## src/i2cbc_pkg.sv

```systemverilog
/*
 * i2cbc_pkg: register map, field positions, reset values, state encoding
 * and carrier types for the multi-master bus-collision aware master port.
 * Assumes a single 200 MHz system clock and an 8-bit register port.
 */
package i2cbc_pkg;

   // ********************************************************************
   // register map (word index on the plain register port)
   // ********************************************************************
   localparam int ADDR_W = 3;
   localparam logic [2:0] REG_DATA = 3'h0;
   localparam logic [2:0] REG_BAUD = 3'h1;
   localparam logic [2:0] REG_CTRL = 3'h2;
   localparam logic [2:0] REG_STAT = 3'h3;
   localparam logic [2:0] REG_FLAGS = 3'h4;
   localparam logic [2:0] REG_IRQEN = 3'h5;
   localparam logic [2:0] REG_PRIO = 3'h6;

   // ********************************************************************
   // field positions
   // ********************************************************************
   localparam int CTL_START = 0;
   localparam int CTL_RSTART = 1;
   localparam int CTL_STOP = 2;
   localparam int CTL_ACK = 4;
   localparam int CTL_ACKDT = 5;
   localparam int CTL_ACKSTAT = 6;
   localparam int STA_BF = 0;
   localparam int STA_START = 3;
   localparam int STA_STOP = 4;
   localparam int FLG_PORT = 0;
   localparam int FLG_COLL = 1;
   localparam int REQ_START = 0;
   localparam int REQ_RSTART = 1;
   localparam int REQ_STOP = 2;
   localparam int REQ_ACK = 3;

   // ********************************************************************
   // reset values and counts
   // ********************************************************************
   localparam logic [7:0] BAUD_RST = 8'h09;
   localparam logic [7:0] ZERO_BYTE = 8'h00;
   localparam logic [1:0] FLAGS_RST = 2'h0;
   localparam logic [3:0] BIT_FIRST = 4'h0;
   localparam logic [3:0] BIT_SLOT = 4'h8;

   // gray codes along start, repeated start and stop paths and within one bit (low, rise, high)
   typedef enum logic [3:0] {
      S_IDLE    = 4'h0,
      S_ST_HOLD = 4'h1,
      S_ST_LOW  = 4'h3,
      S_RS_SDA  = 4'h2,
      S_RS_SCLR = 4'h6,
      S_RS_HOLD = 4'h7,
      S_RS_LOW  = 4'h5,
      S_SP_SDA  = 4'h4,
      S_SP_SCLR = 4'hc,
      S_SP_HOLD = 4'hd,
      S_SP_CHK  = 4'hf,
      S_B_LOW   = 4'he,
      S_B_RISE  = 4'ha,
      S_B_HIGH  = 4'hb
   } i2cbc_state_t;

   typedef struct packed {
      logic scl;
      logic sda;
   } i2cbc_lines_t;

   typedef struct packed {
      logic [ADDR_W-1:0] addr;
      logic [7:0] wdata;
      logic wr;
      logic rd;
   } i2cbc_req_t;

endpackage : i2cbc_pkg

```

## src/i2cbc_master.sv

```systemverilog
/*
 * i2cbc_master: two-wire master port with multi-master arbitration and
 * bus-collision detection, plain register port and two interrupt levels.
 * Assumes open-drain pads outside (oe_n low pulls the line low) and that
 * scl_i/sda_i are asynchronous to sys_clk_i.
 */
// The placing of the registers and the address-and-strobe port are this design's own decisions.
`timescale 1ns/1ps
module i2cbc_master
   import i2cbc_pkg::*;
(
   // clock and reset
   input wire logic sys_clk_i,
   input wire logic rst_i,
   // register port
   input wire logic [ADDR_W-1:0] addr_i,
   input wire logic [7:0] wdata_i,
   input wire logic wr_i,
   input wire logic rd_i,
   output logic [7:0] rdata_o,
   // interrupt
   output logic irq_o,
   output logic irq_high_o,
   // bus pins
   input wire logic scl_i,
   output logic scl_o,
   output logic scl_oe_n_o,
   input wire logic sda_i,
   output logic sda_o,
   output logic sda_oe_n_o
);

   // ********************************************************************
   // pin synchronisers and bus condition detect
   // ********************************************************************
   i2cbc_lines_t line_s1_reg;
   i2cbc_lines_t line_s2_reg;
   i2cbc_lines_t line_d_reg;
   i2cbc_lines_t lin;
   i2cbc_req_t bus;
   logic bus_start;
   logic bus_stop;

   always_ff @(posedge sys_clk_i or posedge rst_i) begin
      if (rst_i) begin
         line_s1_reg <= '1;
         line_s2_reg <= '1;
         line_d_reg <= '1;
      end else begin
         line_s1_reg <= '{scl: scl_i, sda: sda_i};
         line_s2_reg <= line_s1_reg;
         line_d_reg <= line_s2_reg;
      end
   end

   assign lin = line_s2_reg;
   assign bus = '{addr: addr_i, wdata: wdata_i, wr: wr_i, rd: rd_i};
   assign bus_start = line_d_reg.scl & lin.scl & line_d_reg.sda & ~lin.sda;
   assign bus_stop = line_d_reg.scl & lin.scl & ~line_d_reg.sda & lin.sda;

   // ********************************************************************
   // state and registers
   // ********************************************************************
   i2cbc_state_t st_reg;
   i2cbc_state_t st_next;
   logic scl_oe_n_reg;
   logic scl_oe_n_next;
   logic sda_oe_n_reg;
   logic sda_oe_n_next;
   logic pin_low_reg;
   logic [7:0] baud_reg;
   logic [7:0] brg_reg;
   logic [7:0] shift_reg;
   logic [3:0] bit_reg;
   logic [3:0] req_reg;
   logic [3:0] req_first;
   logic ack_seq_reg;
   logic ack_dt_reg;
   logic ack_stat_reg;
   logic bf_reg;
   logic coll_wait_reg;
   logic start_seen_reg;
   logic stop_seen_reg;
   logic [1:0] flags_reg;
   logic [1:0] flags_next;
   logic [1:0] irqen_reg;
   logic [1:0] prio_reg;
   logic [7:0] rdata_reg;
   logic irq_reg;
   logic irq_high_reg;

   // ********************************************************************
   // decode
   // ********************************************************************
   logic idle;
   logic brg_zero;
   logic wr_data;
   logic wr_ctrl;
   logic rd_flags;
   logic listen_slot;
   logic last_bit;
   logic next_bit_one;
   logic [7:0] rd_mux;
   logic [7:0] ctrl_view;
   logic [7:0] stat_view;

   assign idle = (st_reg == S_IDLE);
   assign brg_zero = (brg_reg == ZERO_BYTE);
   // busy writes are dropped; after a collision the port is idle again
   assign wr_data = bus.wr && (bus.addr == REG_DATA) && idle && !bf_reg;
   assign wr_ctrl = bus.wr && (bus.addr == REG_CTRL) && idle;
   assign rd_flags = bus.rd && (bus.addr == REG_FLAGS);
   assign listen_slot = (bit_reg == BIT_SLOT) && !ack_seq_reg;
   assign last_bit = (bit_reg == BIT_SLOT);
   // the bit after the eighth is the listen slot, so data is released
   assign next_bit_one = (bit_reg == 4'h7) ? 1'b1 : shift_reg[6];
   assign req_first = req_reg & (~req_reg + 4'h1);
   assign ctrl_view = {1'b0, ack_stat_reg, ack_dt_reg, req_reg[REQ_ACK], 1'b0,
                       req_reg[REQ_STOP], req_reg[REQ_RSTART], req_reg[REQ_START]};
   assign stat_view = {3'h0, stop_seen_reg, start_seen_reg, 2'h0, bf_reg};
   assign rd_mux = (bus.addr == REG_DATA) ? shift_reg :
                   (bus.addr == REG_BAUD) ? baud_reg :
                   (bus.addr == REG_CTRL) ? ctrl_view :
                   (bus.addr == REG_STAT) ? stat_view :
                   (bus.addr == REG_FLAGS) ? {6'h00, flags_reg} :
                   (bus.addr == REG_IRQEN) ? {6'h00, irqen_reg} :
                   (bus.addr == REG_PRIO) ? {6'h00, prio_reg} : ZERO_BYTE;

   // ********************************************************************
   // sequence engine
   // ********************************************************************
   logic brg_load;
   logic coll_evt;
   logic seq_done;
   logic tx_done;
   logic stop_ok;
   logic bit_step;
   logic ack_go;

   always_comb begin
      st_next = st_reg;
      scl_oe_n_next = scl_oe_n_reg;
      sda_oe_n_next = sda_oe_n_reg;
      brg_load = 1'b0;
      coll_evt = 1'b0;
      seq_done = 1'b0;
      tx_done = 1'b0;
      stop_ok = 1'b0;
      bit_step = 1'b0;
      ack_go = 1'b0;
      case (st_reg)
         S_IDLE: begin
            if (req_reg[REQ_START]) begin
               if (!lin.scl || !lin.sda) begin
                  coll_evt = 1'b1;
               end else begin
                  brg_load = 1'b1;
                  st_next = S_ST_HOLD;
               end
            end else if (req_reg[REQ_RSTART]) begin
               sda_oe_n_next = 1'b1;
               brg_load = 1'b1;
               st_next = S_RS_SDA;
            end else if (req_reg[REQ_STOP]) begin
               sda_oe_n_next = 1'b0;
               scl_oe_n_next = 1'b0;
               brg_load = 1'b1;
               st_next = S_SP_SDA;
            end else if (req_reg[REQ_ACK]) begin
               ack_go = 1'b1;
               scl_oe_n_next = 1'b0;
               sda_oe_n_next = ack_dt_reg;
               brg_load = 1'b1;
               st_next = S_B_LOW;
            end else if (bf_reg) begin
               scl_oe_n_next = 1'b0;
               sda_oe_n_next = shift_reg[7];
               brg_load = 1'b1;
               st_next = S_B_LOW;
            end
         end
         S_ST_HOLD: begin
            if (!lin.sda) begin
               sda_oe_n_next = 1'b0;
               brg_load = 1'b1;
               st_next = S_ST_LOW;
            end else if (!lin.scl) begin
               coll_evt = 1'b1;
            end else if (brg_zero) begin
               sda_oe_n_next = 1'b0;
               brg_load = 1'b1;
               st_next = S_ST_LOW;
            end
         end
         S_ST_LOW: begin
            // another master pulling the clock here is not a collision
            if (brg_zero) begin
               scl_oe_n_next = 1'b0;
               seq_done = 1'b1;
               st_next = S_IDLE;
            end
         end
         S_RS_SDA: begin
            if (brg_zero) begin
               scl_oe_n_next = 1'b1;
               st_next = S_RS_SCLR;
            end
         end
         S_RS_SCLR: begin
            if (lin.scl) begin
               if (!lin.sda) begin
                  coll_evt = 1'b1;
               end else begin
                  brg_load = 1'b1;
                  st_next = S_RS_HOLD;
               end
            end
         end
         S_RS_HOLD: begin
            if (!lin.sda || brg_zero) begin
               sda_oe_n_next = 1'b0;
               brg_load = 1'b1;
               st_next = S_RS_LOW;
            end else if (!lin.scl) begin
               coll_evt = 1'b1;
            end
         end
         S_RS_LOW: begin
            if (brg_zero) begin
               scl_oe_n_next = 1'b0;
               seq_done = 1'b1;
               st_next = S_IDLE;
            end
         end
         S_SP_SDA: begin
            if (brg_zero) begin
               scl_oe_n_next = 1'b1;
               st_next = S_SP_SCLR;
            end
         end
         S_SP_SCLR: begin
            if (lin.scl) begin
               brg_load = 1'b1;
               st_next = S_SP_HOLD;
            end
         end
         S_SP_HOLD: begin
            if (!lin.scl) begin
               coll_evt = 1'b1;
            end else if (brg_zero) begin
               sda_oe_n_next = 1'b1;
               brg_load = 1'b1;
               st_next = S_SP_CHK;
            end
         end
         S_SP_CHK: begin
            if (brg_zero) begin
               if (!lin.sda) begin
                  coll_evt = 1'b1;
               end else begin
                  stop_ok = 1'b1;
                  seq_done = 1'b1;
                  st_next = S_IDLE;
               end
            end
         end
         S_B_LOW: begin
            if (brg_zero) begin
               scl_oe_n_next = 1'b1;
               st_next = S_B_RISE;
            end
         end
         S_B_RISE: begin
            // clock stretching: wait until the line really is high
            if (lin.scl) begin
               brg_load = 1'b1;
               st_next = S_B_HIGH;
            end
         end
         S_B_HIGH: begin
            if (sda_oe_n_reg && !listen_slot && !lin.sda) begin
               coll_evt = 1'b1;
            end else if (brg_zero) begin
               scl_oe_n_next = 1'b0;
               if (last_bit) begin
                  tx_done = !ack_seq_reg;
                  seq_done = ack_seq_reg;
                  st_next = S_IDLE;
               end else begin
                  bit_step = 1'b1;
                  sda_oe_n_next = next_bit_one;
                  brg_load = 1'b1;
                  st_next = S_B_LOW;
               end
            end
         end
         default: begin
            st_next = S_IDLE;
         end
      endcase
      if (coll_evt) begin
         st_next = S_IDLE;
         scl_oe_n_next = 1'b1;
         sda_oe_n_next = 1'b1;
         brg_load = 1'b0;
      end
   end

   always_ff @(posedge sys_clk_i or posedge rst_i) begin
      if (rst_i) begin
         st_reg <= S_IDLE;
         scl_oe_n_reg <= 1'b1;
         sda_oe_n_reg <= 1'b1;
         pin_low_reg <= 1'b0;
         brg_reg <= ZERO_BYTE;
      end else begin
         st_reg <= st_next;
         scl_oe_n_reg <= scl_oe_n_next;
         sda_oe_n_reg <= sda_oe_n_next;
         pin_low_reg <= 1'b0;
         if (brg_load) begin
            brg_reg <= baud_reg;
         end else if (!brg_zero) begin
            brg_reg <= brg_reg - 8'h01;
         end
      end
   end

   // ********************************************************************
   // data path and control bits
   // ********************************************************************
   always_ff @(posedge sys_clk_i or posedge rst_i) begin
      if (rst_i) begin
         shift_reg <= ZERO_BYTE;
         bit_reg <= BIT_FIRST;
         ack_seq_reg <= 1'b0;
         bf_reg <= 1'b0;
         ack_stat_reg <= 1'b0;
      end else begin
         if (wr_data) begin
            shift_reg <= bus.wdata;
            bit_reg <= BIT_FIRST;
            ack_seq_reg <= 1'b0;
         end else if (ack_go) begin
            bit_reg <= BIT_SLOT;
            ack_seq_reg <= 1'b1;
         end else if (bit_step) begin
            shift_reg <= {shift_reg[6:0], 1'b0};
            bit_reg <= bit_reg + 4'h1;
         end
         if (coll_evt || tx_done) begin
            bf_reg <= 1'b0;
         end else if (wr_data) begin
            bf_reg <= 1'b1;
         end
         if (tx_done) begin
            ack_stat_reg <= lin.sda;
         end
      end
   end

   always_ff @(posedge sys_clk_i or posedge rst_i) begin
      if (rst_i) begin
         req_reg <= 4'h0;
         ack_dt_reg <= 1'b0;
         baud_reg <= BAUD_RST;
      end else begin
         if (coll_evt) begin
            req_reg <= 4'h0;
         end else if (seq_done) begin
            req_reg <= req_reg & ~req_first;
         end else if (wr_ctrl) begin
            req_reg <= req_reg | {bus.wdata[CTL_ACK], bus.wdata[CTL_STOP],
                                  bus.wdata[CTL_RSTART], bus.wdata[CTL_START]};
         end
         if (wr_ctrl) begin
            ack_dt_reg <= bus.wdata[CTL_ACKDT];
         end
         if (bus.wr && bus.addr == REG_BAUD) begin
            baud_reg <= bus.wdata;
         end
      end
   end

   // ********************************************************************
   // bus watch, flags and interrupt
   // ********************************************************************
   always_comb begin
      flags_next = flags_reg & ~(rd_flags ? 2'h3 : 2'h0);
      // set wins over the read clear in the same cycle
      if (coll_evt) begin
         flags_next[FLG_COLL] = 1'b1;
      end
      if (tx_done || seq_done || (bus_stop && coll_wait_reg)) begin
         flags_next[FLG_PORT] = 1'b1;
      end
   end

   always_ff @(posedge sys_clk_i or posedge rst_i) begin
      if (rst_i) begin
         flags_reg <= FLAGS_RST;
         irqen_reg <= FLAGS_RST;
         prio_reg <= FLAGS_RST;
         coll_wait_reg <= 1'b0;
         start_seen_reg <= 1'b0;
         stop_seen_reg <= 1'b0;
         rdata_reg <= ZERO_BYTE;
         irq_reg <= 1'b0;
         irq_high_reg <= 1'b0;
      end else begin
         flags_reg <= flags_next;
         if (bus.wr && bus.addr == REG_IRQEN) begin
            irqen_reg <= bus.wdata[1:0];
         end
         if (bus.wr && bus.addr == REG_PRIO) begin
            prio_reg <= bus.wdata[1:0];
         end
         if (coll_evt) begin
            coll_wait_reg <= 1'b1;
         end else if (bus_stop || (idle && req_reg[REQ_START])) begin
            coll_wait_reg <= 1'b0;
         end
         // software polls these before retaking the bus
         if (bus_start) begin
            start_seen_reg <= 1'b1;
            stop_seen_reg <= 1'b0;
         end else if (bus_stop) begin
            start_seen_reg <= 1'b0;
            stop_seen_reg <= 1'b1;
         end
         rdata_reg <= bus.rd ? rd_mux : ZERO_BYTE;
         irq_reg <= |(flags_next & irqen_reg);
         irq_high_reg <= |(flags_next & irqen_reg & prio_reg);
      end
   end

   assign rdata_o = rdata_reg;
   assign irq_o = irq_reg;
   assign irq_high_o = irq_high_reg;
   assign scl_o = pin_low_reg;
   assign sda_o = pin_low_reg;
   assign scl_oe_n_o = scl_oe_n_reg;
   assign sda_oe_n_o = sda_oe_n_reg;

   // ********************************************************************
   // checks
   // ********************************************************************
   a_bit_arbitration: assert property (
      @(posedge sys_clk_i) disable iff (rst_i)
      (st_reg == S_B_HIGH && sda_oe_n_reg && !listen_slot && !lin.sda)
      |=> st_reg == S_IDLE && flags_reg[FLG_COLL])
      else $error("bit arbitration loss not caught");
   a_coll_halts_tx: assert property (
      @(posedge sys_clk_i) disable iff (rst_i)
      coll_evt |=> !bf_reg && scl_oe_n_o && sda_oe_n_o)
      else $error("collision did not halt transfer");
   a_coll_clr_req: assert property (
      @(posedge sys_clk_i) disable iff (rst_i)
      coll_evt |=> req_reg == 4'h0 ##1 st_reg == S_IDLE)
      else $error("collision left a request pending");
   a_stop_after_coll: assert property (
      @(posedge sys_clk_i) disable iff (rst_i)
      (bus_stop && coll_wait_reg && !coll_evt) |=> flags_reg[FLG_PORT] && !coll_wait_reg)
      else $error("bus stop after collision not flagged");
   a_restart_first_bit: assert property (
      @(posedge sys_clk_i) disable iff (rst_i)
      wr_data |=> bit_reg == BIT_FIRST && shift_reg == $past(bus.wdata) && bf_reg)
      else $error("data write did not restart at first bit");
   a_start_busy: assert property (
      @(posedge sys_clk_i) disable iff (rst_i)
      (idle && req_reg[REQ_START] && !(lin.scl && lin.sda))
      |=> flags_reg[FLG_COLL] && idle && !req_reg[REQ_START])
      else $error("start on busy bus not aborted");
   a_start_early: assert property (
      @(posedge sys_clk_i) disable iff (rst_i)
      (st_reg == S_ST_HOLD && !lin.sda)
      |=> st_reg == S_ST_LOW && !sda_oe_n_o && brg_reg == baud_reg)
      else $error("start did not pull data early");
   a_rs_clock_loss: assert property (
      @(posedge sys_clk_i) disable iff (rst_i)
      (st_reg == S_RS_HOLD && lin.sda && !lin.scl && !brg_zero)
      |=> st_reg == S_IDLE && flags_reg[FLG_COLL])
      else $error("repeated start clock loss not caught");
   a_stop_clock_loss: assert property (
      @(posedge sys_clk_i) disable iff (rst_i)
      (st_reg == S_SP_HOLD && !lin.scl) |=> st_reg == S_IDLE && sda_oe_n_o)
      else $error("stop clock loss not caught");
   a_reload_value: assert property (
      @(posedge sys_clk_i) disable iff (rst_i)
      brg_load |=> brg_reg == $past(baud_reg))
      else $error("counter not loaded from reload value");
   a_irq_level: assert property (
      @(posedge sys_clk_i) disable iff (rst_i)
      (flags_reg[FLG_COLL] && irqen_reg[FLG_COLL]) |-> irq_o)
      else $error("enabled collision flag did not interrupt");

endmodule : i2cbc_master

```

## config.mk

```make
export PLATFORM = sky130hd
export DESIGN_NAME = i2cbc_master
export DESIGN_NICKNAME = d
export VERILOG_FILES = /design/src/i2cbc_pkg.sv /design/src/i2cbc_master.sv
export SDC_FILE = /design/constraint.sdc
export NUM_CORES = 1
export LEC_CHECK = 0
export BUFFER_PORTS_ARGS = -buffer_cell sky130_fd_sc_hd__buf_4
export CAP_MARGIN = 20
export CELL_PAD_IN_SITES_DETAIL_PLACEMENT = 0
export CELL_PAD_IN_SITES_GLOBAL_PLACEMENT = 1
export CORE_MARGIN = 5
export CORE_UTILIZATION = 51
export CTS_CLUSTER_DIAMETER = 50
export DETAILED_ROUTE_END_ITERATION = 10
export GPL_TIMING_DRIVEN = 0
export PLACE_DENSITY_LB_ADDON = 0.1
export SYNTH_ARGS = -nofsm -noshare
export SYNTH_HDL_FRONTEND = slang
export SYNTH_SLANG_ARGS = --single-unit
```

## constraint.sdc

```tcl
create_clock -name sys_clk_i -period 4.8 [get_ports sys_clk_i]
set_input_delay 0.48 -clock sys_clk_i [delete_from_list [all_inputs] [get_ports sys_clk_i]]
set_output_delay 0.48 -clock sys_clk_i [all_outputs]
set_load 0.05 [all_outputs]
```

==> results of run 1 <==
cell type report:
type | count | area [um2] | share of cell area (%)
Buffer | 28 | 206 | 4.52
Clock buffer | 10 | 138 | 3.01
Clock inverter | 6 | 71.3 | 1.56
Inverter | 13 | 51.3 | 1.12
Multi-Input combinational cell | 301 | 2080 | 45.6
Sequential cell | 67 | 1690 | 37.0
Tap cell | 102 | 128 | 2.79
Timing Repair Buffer | 27 | 203 | 4.44
metrics by stage:
| step | power [mW] | setup WS (ns) | hold WS [ns] | instances | util [%] |
|---|---|---|---|---|---|
| 6_report | 2.78 | 2.32 | 0.241 | 554 | 59.4 |
| 3_3_place_gp | 2.26 | 1.81 | 0.349 | 538 | 56.7 |
| 2_1_floorplan | 1.95 | 2.65 | 0.345 | 409 | - |
| 5_1_grt | 2.98 | 2.11 | 0.210 | 554 | 59.4 |
| 3_5_place_dp | 2.27 | 2.36 | 0.349 | 538 | 56.7 |
| 4_1_cts | 2.78 | 2.33 | 0.223 | 554 | 59.4 |
power groups by stage:
stage / Combinational [mW] / Sequential (mW) / Clock, mW
after CTS: 1.36 / 0.906 / 0.512
final: 1.37 / 0.906 / 0.500
after floorplan: 1.01 / 0.934 / 0
after global placement: 1.36 / 0.908 / 0
after global routing: 1.50 / 0.933 / 0.545
after detailed placement: 1.35 / 0.917 / 0
logic make-up (layout without fill, tap and decap cells):
| family | after synthesis | in the layout | synth area share [%] |
|---|---|---|---|
| muxes | 38 | 38 | 11.0 |
| adders and majority gates | 3 | 3 | 0.933 |
| and+or+nand+nor | 149 | 149 | 21.2 |
| buffers and inverters | 41 | 84 | 6.34 |
| DFF | 67 | 67 | 42.0 |
| AOI/OAI and AO/OA | 99 | 99 | 16.3 |
| xor gates and xnor gates | 10 | 10 | 2.18 |
| other | 1 | 2 | 0.0932 |
worst paths after layout:
| kind | startpoint | endpoint | slack, ns | cells past startpoint |
|---|---|---|---|---|
| worst max-delay path | st_reg[1]$_DFFE_PP0P_ | shift_reg[0]$_DFFE_PP0P_ | 2.32 | 5 |
| worst min-delay path | scl_i | line_s1_reg[1]$_DFF_PP1_ | 0.24 | 1 |
| worst max register to register | st_reg[1]$_DFFE_PP0P_ | shift_reg[0]$_DFFE_PP0P_ | 2.32 | 5 |
| worst min register to register | line_s1_reg[1]$_DFF_PP1_ | lin[1]$_DFF_PP1_ | 0.36 | 0 |
| max in group asynchronous | rst_i | bit_reg[0]$_DFFE_PP0P_ | 3.97 | 2 |
| min in group asynchronous | rst_i | start_seen_reg$_DFFE_PP0P_ | 0.29 | 2 |
per-layer routing:
metal  wire length [um]  track usage [%]  vias to the layer above
li1                   -                -                     1558
met1               4840             31.4                     1542
met2               4650             33.2                      107
met3                537             5.02                       21
met4                229             8.40                        0
met5                  0                0                        -
worst max-delay path: cells and delay by family (launching register included):
family / cells / cell delay (ns)
buffers and inverters: 2 / 0.52
DFF: 1 / 0.40
AOI/OAI and AO/OA: 1 / 0.24
and+or+nand+nor: 2 / 1.23
placed cells by master (no fill, tap or decap), drive strengths merged, types with 3 or more instances in the layout:
cell type	synthesis	routed
dfrtp	57	57
buf	15	42
nor2	35	35
a21oi	31	31
nand2	27	27
o21ai	26	26
clkbuf	13	23
mux2i	19	19
mux2	18	18
inv	13	16
nand3	14	14
dfstp	10	10
nand2b	8	8
nor2b	7	7
xnor2	7	7
nor3	6	6
nor3b	6	6
a31oi	6	6
and3	6	6
nor4	6	6
nand3b	4	4
nand4	4	4
and2	4	4
or2	4	4
xor2	3	3
a21o	3	3
o31ai	3	3
o221a	3	3
ha	3	3
or3	3	3
o2111ai	3	3
o211a	3	3
==> results.txt, run 1 <==
* Run status: finished clean
- Clk root buf: clkbuf_8
- After synthesis, the cell types taking the most area are dfrtp_1 (35%), dfstp_2 (6.5%), mux2i_1 (4.7%), a21oi_1 (3.9%), nor2_1 (3.2%).
* Mean number of vias per cell: 5.83
- Wire length of the first global-routing pass: 17.2 mm
- Final setup violation count: 0
* Number of placement rows: 32
* Placed instance area: 4360 um2
* Total number of vias: 3,228
- Critical Path AT: 2.74 ns
* Die footprint: 9770 um2
- Library cell with the highest instance count after synthesis: dfrtp_1
- Slowest stage cell, crit path: nor4_2
- Compared with the post-synthesis result, the final layout area differs by 13.6%.
* Fin. Hold Viols: 0
- The internal portion of the total power is 1.64 mW.
- Setup skew after layout: 0.0163 ns
* Portion of total power attributed to combinational logic: 49.4%
* Cell area after layout: 4570 um2
- Top-level port count: 31
* Total Routing Usage GR: 22.2%
- Max-slew violation total from the final report: 0
- Register share of total power: 32.6%
- Summed over its instances, the top area cell type makes up 35.4% of the synthesized netlist area.
- Per report_power, the clock group accounts for 18.0% of the total.
* Fill cell total of the finished layout: 706
- The final layout contains 467 nets.
- The core region is 7690 um2.
- Async set or reset register ratio after synthesis: 100%
- Post-synthesis sequential element count: 67
- Final wirelength: 10.3 mm
* Average cell area after synthesis: 9.86 um2
- Vias in the first global route: 3,282
- Input/output buffers: 27
- Kind of capture point of the worst setup path: register
- Dividing total power by cell area gives a power density of 608 nW/um2.
- Resize count post-CTS: 0
- DIE WIDTH: 98.8 um
- Once the clock tree was built, the setup fixing pass inserted 0 buffers.
- Kind of launch point of the worst setup path: register
- Clock latency on the worst-skew pair: 0.34 ns
* Number of diodes: 0
- Clock Sink Count: 67
- The initial antenna violation count is 0.
* Fraction of the cycle the final worst path needs: 51.7%
* Number of remaining DRC errors: 0
- Measured against its own limit, the worst slew margin works out to 37.7%.
- Largest driver fanout on the critical path: 10
* Classification of the worst-slack hold path: in2reg
- In this run, the number of DRC markers left after iteration 0 of detailed routing was 195.
- Highest cell delay on the worst timing path: 0.75 ns
- Remaining antenna violation count after routing: 0
- Height of the die: 98.8 um
* Number of flops mapped to enable cells by yosys: 0
- After global routing the overflow that remains totals 0.
* Average wire length per cell after detail routing: 18.5 um
- Post-CTS Hold Buffers: 0
- Lkg Pwr: 1.97 nW
- Critical setup path kind: reg2reg
- Setup repair after global routing missed its margin: false
- Clk pin slew, worst setup/hold paths: 0.08 ns
- The synthesized netlist occupies a cell area of 4020 um2.
- Clock tree synthesis inserted a total of 9 buffers.
* Clock buffer depth: 2
* Switching share of power: 41.1%
* Most common flop cell mapped by yosys: dfrtp_1
* VDD IR max: 0.000288 V
- Gpl congestion: 0.928
- The H-tree generated during clock tree synthesis spans 3 levels.
* Post-synthesis cell count: 408
- Sum of negative setup slack: 0 ns
* Hpwl dp: 7.61 mm
* Effective utilization at floorplan: 52.3%
- Fraction of layout instances using a drive strength above 1: 23.9%
* Maximum number of pins on one net before global-route repair: 68
* TritonCTS clock tree: built
- Synthesis Warnings: 0
- Maximum clock rate: 403 MHz
- Pre-antenna DRT Iters: 5
- In this run the power spent charging and discharging nets is 1.14 mW.
* Post-synthesis cell type count: 77
* Post-synth top area cell: dfrtp_1
- Slew at the pin with the worst max-slew slack: 0.925 ns
* Max-cap viol count: 0
- Fraction of the yosys area taken by sequential cells: 42.0%
- Walking the worst path, the cells encountered are buf_6, nor4_2, nand4_2, clkbuf_1, o21ai_0.
* Synth cell count leaders: dfrtp_1 (57), nor2_1 (34), a21oi_1 (31)
- Min Tclk post-route: 2.48 ns
- Worst path required time: 5.06 ns
(Power assumes the default switching activity.)
==> inputs of run 2 (changes only) <==
- CORE_UTILIZATION: 51 -> 43
- clock period: 4.8 -> 2.1 ns (I/O delays scaled with it)
==> run 2 against run 1 <==
Effect of this change:
- the run now ends with negative setup slack left
- hold slack worse by 0.22 ns
- first-iteration DRC count up 20%
- highest routed layer unchanged
- routed wire length grew 10%
- combinational power rose to 2.6 times the previous value
- clock power grew 140%
- non-clock buffer count grew 19
- count of clock-buffer cells in the layout unchanged
==> results.txt, run 2 (synthesis gave the netlist of run 1 again) <==
- The total wire length was 11.3 mm (+10%).
- Most common library cell in the layout ignoring fill and taps: dfrtp_1
- The number of nets in the layout is 486 (+4.1%).
* Fraction of layout instances using a drive strength above 1: 31.4% (+7.5 points)
* Fin. Hold Viols: 0 (unchanged)
- Min Tclk post-route: 2.16 ns (-0.323 ns)
- Remaining antenna violation count after routing: 0 (unchanged)
- The critical path in this run is classified as reg2reg.
* Worst slew slack as a fraction of its limit: 43.0% (+5.2 points)
- Layout area overhead: 21.8%
- The length of the first detailed-routing pass in iterations came to 5 (unchanged).
- Gr ovfl total: 0 (unchanged)
- Num CTS Buffers: 9 (unchanged)
- The number of design-rule violations left by the first detailed-router iteration was 234 (+20%).
- The effective utilization at floorplan is 43.8% (-8.6 points).
- The total number of clock tree sinks was 67 (unchanged).
- The number of buffers on the longest clock path came to 2 (unchanged).
- Wire length of the first global-routing pass: 18.4 mm (+6.8%)
- Setup repair after global routing could not meet its margin everywhere.
- Power spent charging and discharging nets: 2.86 mW (+150%)
- The total of max-cap violations came to 0 (unchanged).
- Reg-to-Reg End: brg_reg[7]$_DFFE_PP0P_
- Sum of negative setup slack: -0.290 ns (-0.290 ns)
* Reg-to-reg startpoint: brg_reg[6]$_DFFE_PP0P_
- Final instance count without filler cells: 582 (+5.1%)
* Setup skew after layout: 0.0265 ns (+0.0102 ns)
- Clock latency on the worst-skew pair: 0.36 ns (+0.02 ns)
* Number of diodes: 0 (unchanged)
* Worst path required time: 2.32 ns (-2.74 ns)
- Cell breakdown of the critical path: or4_4, o31ai_4, a32oi_2, nand4b_4, mux2_4
- Maximum number of pins on one net before global-route repair: 68 (unchanged)
- On the critical path, the stage with the largest delay is an instance of or4_4.
- Lkg Pwr: 2.11 nW (+6.8%)
* Input/output buffers: 27 (unchanged)
- Largest driver fanout on the critical path: 8 (-2)
- Run status: complete, but fails checks
* Reg-to-reg setup timing slack: -0.06 ns (-2.38 ns)
* Cell internal pwr: 3.99 mW (+140%)
* Clk root buf: clkbuf_8
- Cell area after layout: 4900 um2 (+7.3%)
- Critical Path AT: 2.38 ns (-0.36 ns)
- The area of the die came to 11,400 um2 (+17%).
- Initial antenna violation count: 0 (unchanged)
- Placed instance area: 4370 um2 (+0.26%)
- The total placed cells including tap cells is 547 (+1.7%).
- The cell area power density was 1400 nW/um2 (+130%).
* Top-level port count: 31 (unchanged)
* Level count of the clock H-tree: 3 (unchanged)
- Register share of total power: 30.4% (-2.2 points)
- Classification of the worst-slack hold path: in2async
- The die extent in x came to 107 um (+8.0%).
* Max-slew violation total from the final report: 0 (unchanged)
* R2r worst-path depth: 5 (unchanged)
- Clk pin slew, worst setup/hold paths: 0.10 ns (+0.02 ns)
* Total number of vias: 3,395 (+5.2%)
- Final setup violation count: 7 (+7)
- The DRC violation count after routing was 0 (unchanged).
- Crit path setup slack, layout: -0.0584 ns (-2.38 ns)
- Average wire length per cell after detail routing: 19.5 um (+5.2%)
- Slew at the pin with the worst max-slew slack: 0.855 ns (-0.0699 ns)
* Kind of launch point of the worst setup path: register
- Total Routing Usage GR: 20.7% (-1.5 points)
* Failing checks: negative setup slack
- The global placer's final weighted congestion was 0.868 (-6.5%).
- The final critical-path share of the clock period came to 103% (+51 points).
- The worst setup path is captured at a register.
- The upper clock frequency limit was 463 MHz (+15%).
- Placeable core region: 9200 um2 (+20%)
- The switching fraction of total power is 41.8% (+0.69 points).
* Portion of total power attributed to combinational logic: 52.3% (+2.9 points)
* Height of the die: 107 um (+8.0%)
* VDD IR max: 0.000695 V (+140%)
* Part of the total power dissipated in the clock network: 17.2% (-0.8 points)
- Highest cell delay on the worst timing path: 0.64 ns (-0.11 ns)
- The top cell types in the final layout, fill and taps aside, are dfrtp_1 (57), buf_4 (46), nor2_1 (34).
- The half-perimeter wire length after detailed placement came to 8.07 mm (+5.9%).
* Number of placement rows: 35 (+9.4%)
* Mean number of vias per cell: 5.83 (+0.11%)
- Vias in the first global route: 3,355 (+2.2%)
* TritonCTS clock tree: built
- Post-layout utilization of the core: 53.3% (-6.1 points)
==> run 2: power groups by stage <==
stage | clock, mW | combinational [mW] | sequential [mW]
floorplan | 0 | 2.32 | 2.13
global placement | 0 | 3.12 | 2.08
detailed placement | 0 | 3.13 | 2.10
CTS | 1.20 | 3.41 | 2.07
global route | 1.26 | 3.88 | 2.15
finish | 1.18 | 3.59 | 2.08
==> run 2: repair_timing <==
action,CTS,global route
cloned,0,0
buffers inserted,12,5
pin swaps,8,9
gates resized for setup,19,17
endpoints found under the setup margin,37,29
hold buffers,2,0
endpoints found under the hold margin,2,0
==> run 2: worst max-delay path: cells and delay by family, from the launching register on <==
kind,cells,cell delay [ns]
AO/OA/AOI/OAI,2,0.46
flip-flops,1,0.38
AND/OR/NAND/NOR,2,0.87
multiplexers,1,0.33
==> run 2: worst max-delay path by stage <==
stage                                       from  slack (ns)  cells after the start                  endpoint
after floorplan           brg_reg[3]$_DFFE_PP0P_        0.06                      5    brg_reg[1]$_DFFE_PP0P_
after global placement                     rst_i       -0.68                      2    brg_reg[2]$_DFFE_PP0P_
after detailed placement   st_reg[1]$_DFFE_PP0P_       -0.35                      5  shift_reg[0]$_DFFE_PP0P_
after CTS                 brg_reg[6]$_DFFE_PP0P_       -0.02                      5    brg_reg[7]$_DFFE_PP0P_
after global routing      brg_reg[6]$_DFFE_PP0P_       -0.12                      5    brg_reg[7]$_DFFE_PP0P_
final                     brg_reg[6]$_DFFE_PP0P_       -0.06                      5    brg_reg[7]$_DFFE_PP0P_
==> run 2: routing by layer <==
metal	GRT usage (%)	up-vias	share of wire, %
met3	4.52	19	5.1
met2	32.5	116	47
met1	29.2	1664	47
met4	4.66	0	1.2
li1	-	1596	-
met5	0	-	0
==> run 2: final cells by class <==
cell class / instances / area (um2)
plain buffers: 28 / 223
clock buffers: 10 / 138
clock inverters: 6 / 71.3
fillers: 871 / 4300
inverters: 13 / 51.3
multi-input cells: 301 / 2240
flip-flops and latches: 67 / 1690
well taps: 111 / 139
repair buffers: 46 / 354
==> run 2: metrics by stage <==
| step | setup WS (ns) | power [mW] | hold slack, ns |
|---|---|---|---|
| after detailed placement | -0.354 | 5.22 | 0.319 |
| final | -0.0584 | 6.85 | 0.0242 |
| after global placement | -0.683 | 5.20 | 0.318 |
| after global routing | -0.120 | 7.28 | 0.0874 |
| after floorplan | 0.0634 | 4.45 | 0.214 |
| after CTS | -0.0248 | 6.68 | 0.0501 |
